===== src/design/spsl_pkg.sv =====
// shared constants for the serial port select and logic output block
package spsl_pkg;

    // ------------------------------------------------------------
    // register byte offsets
    // ------------------------------------------------------------
    localparam logic [7:0] OFS_CTRL = 8'h00;
    localparam logic [7:0] OFS_STATUS = 8'h04;
    localparam logic [7:0] OFS_TX_DATA = 8'h08;
    localparam logic [7:0] OFS_CONV_IN = 8'h0C;
    localparam logic [7:0] OFS_CONV_OUT = 8'h10;

    // decoded register index, SEL_NONE for an unmapped address
    localparam logic [2:0] SEL_CTRL = 3'h0;
    localparam logic [2:0] SEL_STATUS = 3'h1;
    localparam logic [2:0] SEL_TX_DATA = 3'h2;
    localparam logic [2:0] SEL_CONV_IN = 3'h3;
    localparam logic [2:0] SEL_CONV_OUT = 3'h4;
    localparam logic [2:0] SEL_NONE = 3'h7;

    // ------------------------------------------------------------
    // field positions and reset values
    // ------------------------------------------------------------
    localparam int CTRL_OLS_BIT = 0;
    localparam int CTRL_GB_BIT = 1;
    localparam int CTRL_UNI_BIT = 2;
    localparam int CTRL_CFG_LO = 4;
    localparam int CTRL_SETUP_LO = 6;
    localparam logic [31:0] CTRL_MASK = 32'h0000_00F7;
    localparam logic [31:0] CTRL_RESET = 32'h0000_0000;
    localparam logic [31:0] TX_RESET = 32'h0000_0000;
    localparam int STAT_CMD_BIT = 0;
    localparam int STAT_RXV_BIT = 1;
    localparam int STAT_SEL_BIT = 2;
    localparam int STAT_BYTE_LO = 8;

    // ------------------------------------------------------------
    // serial port framing
    // ------------------------------------------------------------
    localparam int TX_W = 32;
    localparam int BYTE_W = 8;
    localparam logic [7:0] SYNC_ONES = 8'hFF;
    localparam logic [7:0] SYNC_FINAL = 8'hFE;
    localparam logic [3:0] SYNC_COUNT = 4'hF;

    // axi4-lite response codes
    localparam logic [1:0] RESP_OKAY = 2'b00;
    localparam logic [1:0] RESP_SLVERR = 2'b10;

endpackage


===== src/design/spsl_sync2.sv =====
// two flip-flop synchroniser for pins from outside the aclk domain
module spsl_sync2 #(
    parameter int W = 1
) (
    input wire logic aclk,            // system clock
    input wire logic aresetn,         // synchronous reset, active low
    input wire logic [W-1:0] din,     // asynchronous pin levels
    output logic [W-1:0] dout         // levels after two flops
);
    logic [W-1:0] meta_reg;
    logic [W-1:0] dout_reg;

    // first stage feeds only the second stage
    always_ff @(posedge aclk) begin
        if (!aresetn) begin
            meta_reg <= '1;
            dout_reg <= '1;
        end else begin
            meta_reg <= din;
            dout_reg <= meta_reg;
        end
    end

    assign dout = dout_reg;
endmodule // spsl_sync2


===== src/design/spsl_sync_detect.sv =====
// detector for the serial port initialisation byte sequence
module spsl_sync_detect import spsl_pkg::*; (
    input wire logic aclk,            // system clock
    input wire logic aresetn,         // synchronous reset, active low
    input wire logic byte_valid,      // one-cycle pulse, byte complete
    input wire logic [7:0] byte_data, // received byte
    output logic cmd_pulse            // one-cycle pulse, command mode entered
);
    logic [3:0] ones_cnt_reg;
    logic cmd_pulse_reg;

    // count all-ones bytes, saturating; any other byte restarts the count
    always_ff @(posedge aclk) begin
        if (!aresetn) begin
            ones_cnt_reg <= 4'h0;
            cmd_pulse_reg <= 1'b0;
        end else begin
            cmd_pulse_reg <= 1'b0;
            if (byte_valid) begin
                if (byte_data == SYNC_ONES) begin
                    if (ones_cnt_reg != SYNC_COUNT) begin
                        ones_cnt_reg <= ones_cnt_reg + 4'h1;
                    end
                end else if (byte_data == SYNC_FINAL && ones_cnt_reg == SYNC_COUNT) begin
                    cmd_pulse_reg <= 1'b1;
                    ones_cnt_reg <= 4'h0;
                end else begin
                    ones_cnt_reg <= 4'h0;
                end
            end
        end
    end

    assign cmd_pulse = cmd_pulse_reg;
endmodule // spsl_sync_detect


===== src/design/spsl_top.sv =====
// serial port select gating, shift logic, logic outputs and axi4-lite registers
//
// Register access over AXI4-Lite and the register addresses were left to the implementer.
module spsl_top import spsl_pkg::*; #(
    parameter int ADDR_W = 8,
    parameter int CONV_W = 24
) (
    input wire logic aclk,                  // system clock, 250 MHz
    input wire logic aresetn,               // synchronous reset, active low
    input wire logic [ADDR_W-1:0] awaddr,   // write address
    input wire logic awvalid,               // write address valid
    output logic awready,                   // write address ready
    input wire logic [31:0] wdata,          // write data
    input wire logic [3:0] wstrb,           // write byte enables
    input wire logic wvalid,                // write data valid
    output logic wready,                    // write data ready
    output logic [1:0] bresp,               // write response
    output logic bvalid,                    // write response valid
    input wire logic bready,                // write response ready
    input wire logic [ADDR_W-1:0] araddr,   // read address
    input wire logic arvalid,               // read address valid
    output logic arready,                   // read address ready
    output logic [31:0] rdata,              // read data
    output logic [1:0] rresp,               // read response
    output logic rvalid,                    // read data valid
    input wire logic rready,                // read data ready
    input wire logic select_n,              // port select pin, active low
    input wire logic serial_clk,            // serial clock pin from host
    input wire logic serial_data_in,        // serial data pin from host
    output logic serial_data_out,           // serial data pin level
    output logic serial_data_out_oe,        // high while data pin driven
    output logic logic_out_low_or_guard,    // first logic output, 1 = positive rail
    output logic logic_out_high,            // second logic output, 1 = positive rail
    output logic guard_drive_en             // first output acts as guard drive
);

    // ------------------------------------------------------------
    // elaboration checks
    // ------------------------------------------------------------
    if (ADDR_W < 8 || ADDR_W > 32 || CONV_W < 2 || CONV_W > 32) begin : g_bad_param
        $error("spsl_top: ADDR_W must be 8..32 and CONV_W 2..32");
    end

    // ------------------------------------------------------------
    // functions
    // ------------------------------------------------------------
    // map an address to a register index; unaligned or high bits miss
    function automatic logic [2:0] reg_sel(input logic [ADDR_W-1:0] a);
        logic [2:0] s;
        s = SEL_NONE;
        if ((a >> 8) == '0) begin
            unique case (a[7:0])
                OFS_CTRL: s = SEL_CTRL;
                OFS_STATUS: s = SEL_STATUS;
                OFS_TX_DATA: s = SEL_TX_DATA;
                OFS_CONV_IN: s = SEL_CONV_IN;
                OFS_CONV_OUT: s = SEL_CONV_OUT;
                default: s = SEL_NONE;
            endcase
        end
        return s;
    endfunction

    // apply byte enables to a stored word
    function automatic logic [31:0] wmerge(input logic [31:0] old, input logic [31:0] nw,
                                           input logic [3:0] strb);
        logic [31:0] r;
        r = old;
        for (int i = 0; i < 4; i++) begin
            if (strb[i]) begin
                r[i*8 +: 8] = nw[i*8 +: 8];
            end
        end
        return r;
    endfunction

    // ------------------------------------------------------------
    // declarations
    // ------------------------------------------------------------
    logic aw_full_reg, w_full_reg, bvalid_reg, awready_reg, wready_reg;
    logic [ADDR_W-1:0] aw_addr_reg;
    logic [31:0] w_data_reg;
    logic [3:0] w_strb_reg;
    logic [1:0] bresp_reg;
    logic arready_reg, rvalid_reg;
    logic [31:0] rdata_reg;
    logic [1:0] rresp_reg;
    logic do_write;
    logic [2:0] wsel;
    logic [31:0] ctrl_reg, tx_data_reg, rd_word;
    logic [CONV_W-1:0] conv_in_reg, conv_code;
    logic cmd_mode_reg, rx_valid_reg;
    logic csn_s, sclk_s, sdi_s, sclk_d_reg, csn_d_reg;
    logic sclk_rise, sclk_fall, sel_start;
    logic [2:0] bit_cnt_reg;
    logic [7:0] rx_shift_reg, rx_byte_reg;
    logic byte_done_reg, cmd_pulse;
    logic [TX_W-1:0] tx_shift_reg;
    logic sdo_reg, sdo_oe_reg, lo_reg, hi_reg, guard_reg;
    logic [1:0] pair_sel;

    // ------------------------------------------------------------
    // axi4-lite write channel
    // ------------------------------------------------------------
    assign do_write = aw_full_reg & w_full_reg & ~bvalid_reg;
    assign wsel = reg_sel(aw_addr_reg);

    // address and data are held independently; readies return once the response is taken
    always_ff @(posedge aclk) begin
        if (!aresetn) begin
            aw_full_reg <= 1'b0;
            w_full_reg <= 1'b0;
            awready_reg <= 1'b1;
            wready_reg <= 1'b1;
            bvalid_reg <= 1'b0;
            bresp_reg <= RESP_OKAY;
            aw_addr_reg <= '0;
            w_data_reg <= 32'h0000_0000;
            w_strb_reg <= 4'h0;
        end else begin
            if (awvalid && awready_reg) begin
                aw_addr_reg <= awaddr;
                aw_full_reg <= 1'b1;
                awready_reg <= 1'b0;
            end
            if (wvalid && wready_reg) begin
                w_data_reg <= wdata;
                w_strb_reg <= wstrb;
                w_full_reg <= 1'b1;
                wready_reg <= 1'b0;
            end
            if (do_write) begin
                aw_full_reg <= 1'b0;
                w_full_reg <= 1'b0;
                bvalid_reg <= 1'b1;
                bresp_reg <= (wsel == SEL_NONE || wsel == SEL_CONV_OUT) ? RESP_SLVERR : RESP_OKAY;
            end
            if (bvalid_reg && bready) begin
                bvalid_reg <= 1'b0;
                awready_reg <= 1'b1;
                wready_reg <= 1'b1;
            end
        end
    end

    // ------------------------------------------------------------
    // software registers
    // ------------------------------------------------------------
    // control, transmit word and converter input
    always_ff @(posedge aclk) begin
        if (!aresetn) begin
            ctrl_reg <= CTRL_RESET;
            tx_data_reg <= TX_RESET;
            conv_in_reg <= '0;
        end else if (do_write) begin
            if (wsel == SEL_CTRL) begin
                ctrl_reg <= wmerge(ctrl_reg, w_data_reg, w_strb_reg) & CTRL_MASK;
            end
            if (wsel == SEL_TX_DATA) begin
                tx_data_reg <= wmerge(tx_data_reg, w_data_reg, w_strb_reg);
            end
            if (wsel == SEL_CONV_IN) begin
                conv_in_reg <= CONV_W'(wmerge(32'(conv_in_reg), w_data_reg, w_strb_reg));
            end
        end
    end

    // sticky status flags: write one clears, a same-cycle set wins
    always_ff @(posedge aclk) begin
        if (!aresetn) begin
            cmd_mode_reg <= 1'b0;
            rx_valid_reg <= 1'b0;
        end else begin
            if (do_write && wsel == SEL_STATUS && w_strb_reg[0]) begin
                if (w_data_reg[STAT_CMD_BIT]) begin
                    cmd_mode_reg <= 1'b0;
                end
                if (w_data_reg[STAT_RXV_BIT]) begin
                    rx_valid_reg <= 1'b0;
                end
            end
            if (cmd_pulse) begin
                cmd_mode_reg <= 1'b1;
            end
            if (byte_done_reg) begin
                rx_valid_reg <= 1'b1;
            end
        end
    end

    // ------------------------------------------------------------
    // result coding
    // ------------------------------------------------------------
    // conv_in is offset binary; bipolar flips the msb into two's complement
    always_comb begin
        conv_code = conv_in_reg;
        if (!ctrl_reg[CTRL_UNI_BIT]) begin
            conv_code[CONV_W-1] = ~conv_in_reg[CONV_W-1];
        end
    end

    // ------------------------------------------------------------
    // axi4-lite read channel
    // ------------------------------------------------------------
    // read data mux, unused upper bits read as zero
    always_comb begin
        rd_word = 32'h0000_0000;
        unique case (reg_sel(araddr))
            SEL_CTRL: rd_word = ctrl_reg;
            SEL_STATUS: begin
                rd_word[STAT_CMD_BIT] = cmd_mode_reg;
                rd_word[STAT_RXV_BIT] = rx_valid_reg;
                rd_word[STAT_SEL_BIT] = ~csn_s;
                rd_word[STAT_BYTE_LO +: BYTE_W] = rx_byte_reg;
            end
            SEL_TX_DATA: rd_word = tx_data_reg;
            SEL_CONV_IN: rd_word = 32'(conv_in_reg);
            SEL_CONV_OUT: rd_word = 32'(conv_code);
            default: rd_word = 32'h0000_0000;
        endcase
    end

    // one read at a time, answered the cycle after the address is taken
    always_ff @(posedge aclk) begin
        if (!aresetn) begin
            arready_reg <= 1'b1;
            rvalid_reg <= 1'b0;
            rdata_reg <= 32'h0000_0000;
            rresp_reg <= RESP_OKAY;
        end else begin
            if (arvalid && arready_reg) begin
                arready_reg <= 1'b0;
                rvalid_reg <= 1'b1;
                rdata_reg <= rd_word;
                rresp_reg <= (reg_sel(araddr) == SEL_NONE) ? RESP_SLVERR : RESP_OKAY;
            end
            if (rvalid_reg && rready) begin
                rvalid_reg <= 1'b0;
                arready_reg <= 1'b1;
            end
        end
    end

    // ------------------------------------------------------------
    // serial pin sampling
    // ------------------------------------------------------------
    spsl_sync2 #(.W(3)) u_pin_sync (
        .aclk(aclk),
        .aresetn(aresetn),
        .din({select_n, serial_clk, serial_data_in}),
        .dout({csn_s, sclk_s, sdi_s})
    );

    // previous levels for edge finding
    always_ff @(posedge aclk) begin
        if (!aresetn) begin
            sclk_d_reg <= 1'b0;
            csn_d_reg <= 1'b1;
        end else begin
            sclk_d_reg <= sclk_s;
            csn_d_reg <= csn_s;
        end
    end

    // a host that drops select with the clock high would fake an edge; it must not
    assign sclk_rise = sclk_s & ~sclk_d_reg & ~csn_s;
    assign sclk_fall = ~sclk_s & sclk_d_reg & ~csn_s;
    assign sel_start = ~csn_s & csn_d_reg;

    // ------------------------------------------------------------
    // receive shifter
    // ------------------------------------------------------------
    // sample on rising clock, msb first; a frame end drops a partial byte
    always_ff @(posedge aclk) begin
        if (!aresetn) begin
            bit_cnt_reg <= 3'h0;
            rx_shift_reg <= 8'h00;
            rx_byte_reg <= 8'h00;
            byte_done_reg <= 1'b0;
        end else begin
            byte_done_reg <= 1'b0;
            if (csn_s) begin
                bit_cnt_reg <= 3'h0;
            end else if (sclk_rise) begin
                rx_shift_reg <= {rx_shift_reg[6:0], sdi_s};
                bit_cnt_reg <= bit_cnt_reg + 3'h1;
                if (bit_cnt_reg == 3'h7) begin
                    rx_byte_reg <= {rx_shift_reg[6:0], sdi_s};
                    byte_done_reg <= 1'b1;
                end
            end
        end
    end

    spsl_sync_detect u_sync_detect (
        .aclk(aclk),
        .aresetn(aresetn),
        .byte_valid(byte_done_reg),
        .byte_data(rx_byte_reg),
        .cmd_pulse(cmd_pulse)
    );

    // ------------------------------------------------------------
    // transmit shifter
    // ------------------------------------------------------------
    // word loads at select fall and shifts on falling clock; past 32 bits zeros follow
    always_ff @(posedge aclk) begin
        if (!aresetn) begin
            tx_shift_reg <= '0;
            sdo_reg <= 1'b0;
        end else if (sel_start) begin
            tx_shift_reg <= tx_data_reg;
            sdo_reg <= tx_data_reg[TX_W-1];
        end else if (sclk_fall) begin
            tx_shift_reg <= {tx_shift_reg[TX_W-2:0], 1'b0};
            sdo_reg <= tx_shift_reg[TX_W-2];
        end
    end

    // data pin driven while select is low, one cycle behind the synchronised select
    always_ff @(posedge aclk) begin
        if (!aresetn) begin
            sdo_oe_reg <= 1'b0;
        end else begin
            sdo_oe_reg <= ~csn_s;
        end
    end

    // ------------------------------------------------------------
    // logic outputs
    // ------------------------------------------------------------
    assign pair_sel = ctrl_reg[CTRL_OLS_BIT] ? ctrl_reg[CTRL_CFG_LO +: 2] : ctrl_reg[CTRL_SETUP_LO +: 2];

    // a 1 drives the positive rail; guard mode forces the first output to 0
    always_ff @(posedge aclk) begin
        if (!aresetn) begin
            lo_reg <= 1'b0;
            hi_reg <= 1'b0;
            guard_reg <= 1'b0;
        end else begin
            hi_reg <= pair_sel[1];
            guard_reg <= ctrl_reg[CTRL_GB_BIT];
            lo_reg <= ctrl_reg[CTRL_GB_BIT] ? 1'b0 : pair_sel[0];
        end
    end

    // ------------------------------------------------------------
    // outputs
    // ------------------------------------------------------------
    assign awready = awready_reg;
    assign wready = wready_reg;
    assign bvalid = bvalid_reg;
    assign bresp = bresp_reg;
    assign arready = arready_reg;
    assign rvalid = rvalid_reg;
    assign rdata = rdata_reg;
    assign rresp = rresp_reg;
    assign serial_data_out = sdo_reg;
    assign serial_data_out_oe = sdo_oe_reg;
    assign logic_out_low_or_guard = lo_reg;
    assign logic_out_high = hi_reg;
    assign guard_drive_en = guard_reg;
endmodule // spsl_top


===== config.mk =====
export PLATFORM = sky130hd
export DESIGN_NAME = spsl_top
export DESIGN_NICKNAME = d
export VERILOG_FILES = /design/src/design/spsl_pkg.sv /design/src/design/spsl_sync2.sv /design/src/design/spsl_sync_detect.sv /design/src/design/spsl_top.sv
export SDC_FILE = /design/constraint.sdc
export NUM_CORES = 1
export LEC_CHECK = 0
export BUFFER_PORTS_ARGS = -buffer_cell sky130_fd_sc_hd__buf_2
export CORE_ASPECT_RATIO = 0.9
export CORE_UTILIZATION = 50
export CTS_CLUSTER_SIZE = 12
export DETAILED_ROUTE_END_ITERATION = 10
export GPL_TIMING_DRIVEN = 0
export PLACE_DENSITY = 0.71
export REMOVE_ABC_BUFFERS = 1
export SLEW_MARGIN = 5
export SYNTH_ARGS = -nofsm -noshare
export SYNTH_HDL_FRONTEND = slang
export SYNTH_SLANG_ARGS = --single-unit
export TNS_END_PERCENT = 100

===== constraint.sdc =====
create_clock -name aclk -period 2.2 [get_ports aclk]
set_clock_uncertainty 0.05 [all_clocks]
set_input_delay 0.11 -clock aclk [delete_from_list [all_inputs] [get_ports aclk]]
set_output_delay 0.11 -clock aclk [all_outputs]
set_load 0.02 [all_outputs]

==> metrics, run 1 <==
status=completed; R2R Setup Slk=approximately 0.12 ns; Worst Path Max Fanout=9; Post-synth ARST share=0; Worst Path Arrival=between 2 and 2.5 ns; Net count, final=between 1000 and 1500; post-route ant nets=0; CTS Buf Count=23; Post-synth EDFFs=0; share of cells above drive strength 1=0.164; startpoint types=register; Setup CP Type=register to register; final total power=roughly 8.3 mW; GRT Total Usage=0.231; Seq cells post-synth=218; die area=18000 µm²; DR vias=6969; cell breakdown of the critical path=or4_4, nor4_4, mux2i_1, nor2b_1; max_slew headroom=0.235; worst skew pair latency=around 0.50 ns; WHS Path Cells=3; Port Buf Inserts=about 110; Die Ht=about 130 µm; CTS clock-pin slew for the worst setup and hold paths=approximately 0.060 ns; Worst setup EP type=register; crit path buf inv count=0; clk root buf=clkbuf_16; endpoints failing hold=0; period utilization=0.945; placed cells=about 1200; sequential share of the synthesized area=0.500; mapped cell area=between 8000 and 9000 µm²; Mapped Cells=924; row count=between 40 and 50; Die X=141 µm; Worst-Margin Slew=approximately 1.1 ns; Yosys Warn Count=0; detailed placement HPWL=around 12 mm; WL/cell=15.7 µm; first-pass GRT wire length=approximately 33 mm; worst min path class=input pin to register; DR pass1 iterations=5; # IOs=around 110; GRT Residual Overflow=0; number of remaining DRC errors=0; max_cap viols=0; # clock sinks=between 200 and 250; Most used DFF post-synth=dfxtp_1; leakage power=4.16 nW; Final Util=0.644; fin. max-slew vios=0; Core ar.=16900 µm²; slowest CP cell=or4_4; P per Cell Area=764 nW/µm²; slowest stage delay, CP=about 0.67 ns; critical path required time=about 2.5 ns; Stages on worst setup path=4; Area Overhead vs Synth=25.0%; fin crit period=2.08 ns; unique cell type count in the Yosys netlist=53; CP top delay family=simple AND/OR/NAND/NOR gates; Worst VDD drop=~0.44 mV; Initial Util=0.515; Worst R2R Path Depth=4; initial antenna violation count=0; Post-Layout Cell Count=1316; CTS tree=yes; f_max=about 0.48 GHz; Final GP Congestion=about 0.77; clk buf depth=3; most common cell after layout, fill and taps aside=dfxtp_1; number of global-route vias before repair=roughly 6600; final setup vio count=0; most frequent cells in the layout=218 x dfxtp_1, 144 x nand2_1, 104 x mux2i_1, 104 x buf_2, 67 x nor2_1; H-tree level count=1; ant diodes=0; largest net degree at the start of global routing=101; DR iter-0 viols=just under 400; average cell area after synthesis=9.45 µm²; Vias/cell=about 5.3; WL final=around 21 mm; RSZ-0062 raised after global routing=false
==> stage by stage <==
step	TNS (ns)	instance area [µm²]	setup slack, ns	hold WS, ns
after global placement	-294.59	9290	-3.67	0.245
after detailed placement	-29.59	9440	-0.648	0.244
final	0	10900	0.120	0.0255
after floorplan	-40.12	8470	-1.10	0.133
after CTS	0	10800	0.00627	0.00436
after global routing	0	10900	0.0136	0.0757
==> synth_stat cells (all sizes together) (8+ instances only) <==
cell type / instances / area (µm²)
a21oi: 54 / 270
dfxtp: 218 / 4360
nor2: 68 / 255
nand3b: 8 / 60.1
a22o: 13 / 114
clkbuf: 51 / 191
mux2i: 104 / 1040
nand3: 27 / 135
nand2: 145 / 544
a211oi: 35 / 263
nor4: 9 / 168
buf: 13 / 76.3
a21boi: 17 / 128
nand2b: 11 / 68.8
o21ai: 19 / 95.1
a22oi: 10 / 75.1
nor2b: 55 / 344
==> worst paths after layout <==
| kind | start | endpoint |
|---|---|---|
| setup / recovery | aw_addr_reg[0] | conv_in_reg[2] |
| hold / removal | araddr[5] | rresp[1] |
| setup reg to reg | aw_addr_reg[0] | conv_in_reg[2] |
| hold reg to reg | u_pin_sync.meta_reg[2] | u_pin_sync.dout[2] |
==> area by class of cell <==
type,instances,area (µm²)
multi-input cells,636,4120
fillers,1427,6030
clock buffers,34,667
flip-flops and latches,218,4360
repair buffers,184,1430
well taps,235,294
clock inverters,2,10.0
inverters,7,28.8
==> power breakdown <==
group          internal, mW  total, mW  leakage, nW  switching (mW)
logic                 0.289      0.660         2.05           0.371
registers              4.05       4.13         1.77          0.0808
clock network          2.07       3.55        0.334            1.48
==> tightest hold or removal path: stages <==
cell,delay [ns]
buf_2,0.16
nor2_1,0.15
a31oi_1,0.09
==> routing by layer <==
layer,up-vias,track usage,part of all wire
li1,3504,-,-
met3,37,0.0300,0.039
met1,3284,0.323,0.49
met2,144,0.376,0.45
met5,-,0,0
met4,0,0.0614,0.022
==> logic make-up (layout without fill, tap and decap cells) <==
family                   Yosys count  in the layout  share of synthesized area
AND/OR/NAND/NOR                  350            350                      0.204
flip-flops                       218            218                      0.500
AO/OA/AOI/OAI                    174            174                      0.135
multiplexers                     105            105                      0.121
buffers and inverters             71            227                     0.0337
adder cells (fa/ha/maj)            3              3                    0.00430
XOR/XNOR                           2              2                    0.00201
other                              1              2                   0.000430
==> what timing repair did <==
action,4_1_cts,5_1_grt
hold endpoints to repair,54,0
setup endpoints to repair,78,39
hold buffers,65,0
pin swaps,3,5
buffers inserted,5,4
resized for setup,2,1
No activity file was read; power rests on OpenSTA's default activity.
==> run 2, diff against run 1 <==
- SETUP_SLACK_MARGIN: default -> 0.4
==> metrics, run 2 (synthesis gave the netlist of run 1 again) <==
combinational power share=0.085 (+0.006); # clock sinks=218 (unchanged); status=completed; Area Overhead vs Synth=28.3%; Setup CP Type=register to register; die area=18000 µm² (unchanged); share of cells above drive strength 1=0.191 (+0.0271); clock share of power=0.423 (-0.002); Placed Instance Area=9440 µm² (unchanged); Worst setup EP type=register; Worst VDD drop=0.505 mV (+16%); P per Cell Area=751 nW/µm² (-1.7%); Worst-Margin Slew=0.943 ns (-0.198 ns); row count=45 (unchanged); DR vias=7117 (+2.1%); f_max=0.510 GHz (+6.0%); Fill cells=1373 (-3.8%); DP Worst Slack=-0.648 ns (unchanged); initial antenna violation count=1 (+1); max_cap viols=0 (unchanged); H-tree level count=1 (unchanged); endpoints failing hold=0 (unchanged); max_slew headroom=0.369 (+0.134); Die X=141 µm (unchanged); clk buf depth=3 (unchanged); final setup vio count=0 (unchanged); period utilization=0.892 (-0.0535); first-pass GRT wire length=34.6 mm (+3.7%); Net count, final=1149 (+1.2%); Die Ht=127 µm (unchanged); WL/cell=16.2 µm (+3.1%); worst min path class=input pin to register; R2R Setup Slk=0.24 ns (+0.12 ns); post-route ant nets=0 (unchanged); DR iter-0 viols=416 (+8.1%); clk root buf=clkbuf_16; Initial Util=0.515 (unchanged); fin crit period=1.96 ns (-0.118 ns); largest net degree at the start of global routing=101 (unchanged); leakage power=4.27 nW (+2.8%); most common cell after layout, fill and taps aside=dfxtp_1; register share of total power=0.492 (-0.004); number of remaining DRC errors=0 (unchanged); GRT Total Usage=0.241 (+0.0101); fin worst setup slack=0.238 ns (+0.118 ns); Worst Path Max Fanout=8 (-1); startpoint types=register; detailed placement HPWL=12.4 mm (unchanged); RSZ-0062 raised after global routing=true; Core ar.=16900 µm² (unchanged); CTS Buf Count=23 (unchanged); Finished Cell Area=11200 µm² (+2.6%); Int Power=6.44 mW (+0.50%); Psw=1.96 mW (+1.9%); fin. max-slew vios=0 (unchanged); worst skew pair latency=0.50 ns (about the same); placed cells=1206 (unchanged); Worst Path Arrival=2.30 ns (-0.12 ns); CTS clock-pin slew for the worst setup and hold paths=0.06 ns (about the same); final total power=8.41 mW (+0.82%); GRT Residual Overflow=0 (unchanged); number of global-route vias before repair=6786 (+2.7%); most frequent cells in the layout=216 x dfxtp_1, 143 x nand2_1, 104 x buf_2; final setup TNS=0 ns (unchanged); switch share=0.234 (+0.00247); Vias/cell=5.35 (+0.97%); DR pass1 iterations=5 (unchanged); Port Buf Inserts=105 (unchanged); # IOs=108 (unchanged); Final GP Congestion=0.766 (unchanged); WL final=21.5 mm (+4.3%); Post-Layout Cell Count=1331 (+1.1%); critical path required time=2.54 ns (about the same); CTS tree=yes
==> run 2: per-layer routing <==
| layer | up-vias | GRT usage | wire length (µm) |
|---|---|---|---|
| met1 | 3352 | 0.336 | 10300 |
| li1 | 3541 | - | - |
| met5 | - | 0 | 0 |
| met4 | 0 | 0.0671 | 513 |
| met3 | 42 | 0.0304 | 855 |
| met2 | 182 | 0.393 | 9830 |
==> run 2: worst max-delay path, stage by stage, from the launching register on <==
cell	delay (ns)
dfxtp_1	0.31
or4_4	0.59
buf_6	0.15
buf_6	0.11
nor4_4	0.18
buf_12	0.18
mux2i_2	0.21
nor2b_1	0.06
==> run 2: worst paths after layout <==
| path | to | cells past startpoint | start |
|---|---|---|---|
| max | tx_data_reg[30] | 7 | aw_addr_reg[5] |
| min | rresp[1] | 3 | araddr[5] |
| max reg2reg | tx_data_reg[30] | 7 | aw_addr_reg[5] |
| min reg2reg | u_pin_sync.dout[0] | 1 | u_pin_sync.meta_reg[0] |
==> run 2: repair_timing <==
item | CTS | global route
pin swaps | 11 | 9
gates cloned | 2 | 0
buffers inserted | 16 | 5
hold buffers | 65 | 0
endpoints found under the setup margin | 110 | 105
resized for setup | 10 | 21
hold endpoints to repair | 54 | 0
==> run 2: layout make-up <==
type,count,area [µm²],area share
Timing Repair Buffer,196,1580,0.141
Tap cell,235,294,0.0263
Antenna cell,1,2.50,0.000223
Inverter,7,28.8,0.00257
Clock inverter,2,10.0,0.000894
Sequential cell,218,4370,0.390
Multi-Input combinational cell,638,4250,0.379
Clock buffer,34,667,0.0596
==> run 2: per-stage QoR <==
| step | utilization | hold WS [ns] |
|---|---|---|
| after floorplan | - | 0.133 |
| after global placement | 0.548 | 0.245 |
| after detailed placement | 0.557 | 0.244 |
| after CTS | 0.653 | 0.0190 |
| after global routing | 0.661 | 0.101 |
| final | 0.661 | 0.0610 |
==> run 2: power by group through the flow <==
stage / registers, mW / logic (mW) / clock network, mW
final: 4.14 / 0.714 / 3.56
after floorplan: 4.22 / 0.314 / 0
after global placement: 4.21 / 0.542 / 0
after CTS: 4.13 / 0.696 / 3.60
after detailed placement: 4.22 / 0.562 / 0
after global routing: 4.15 / 0.776 / 3.78
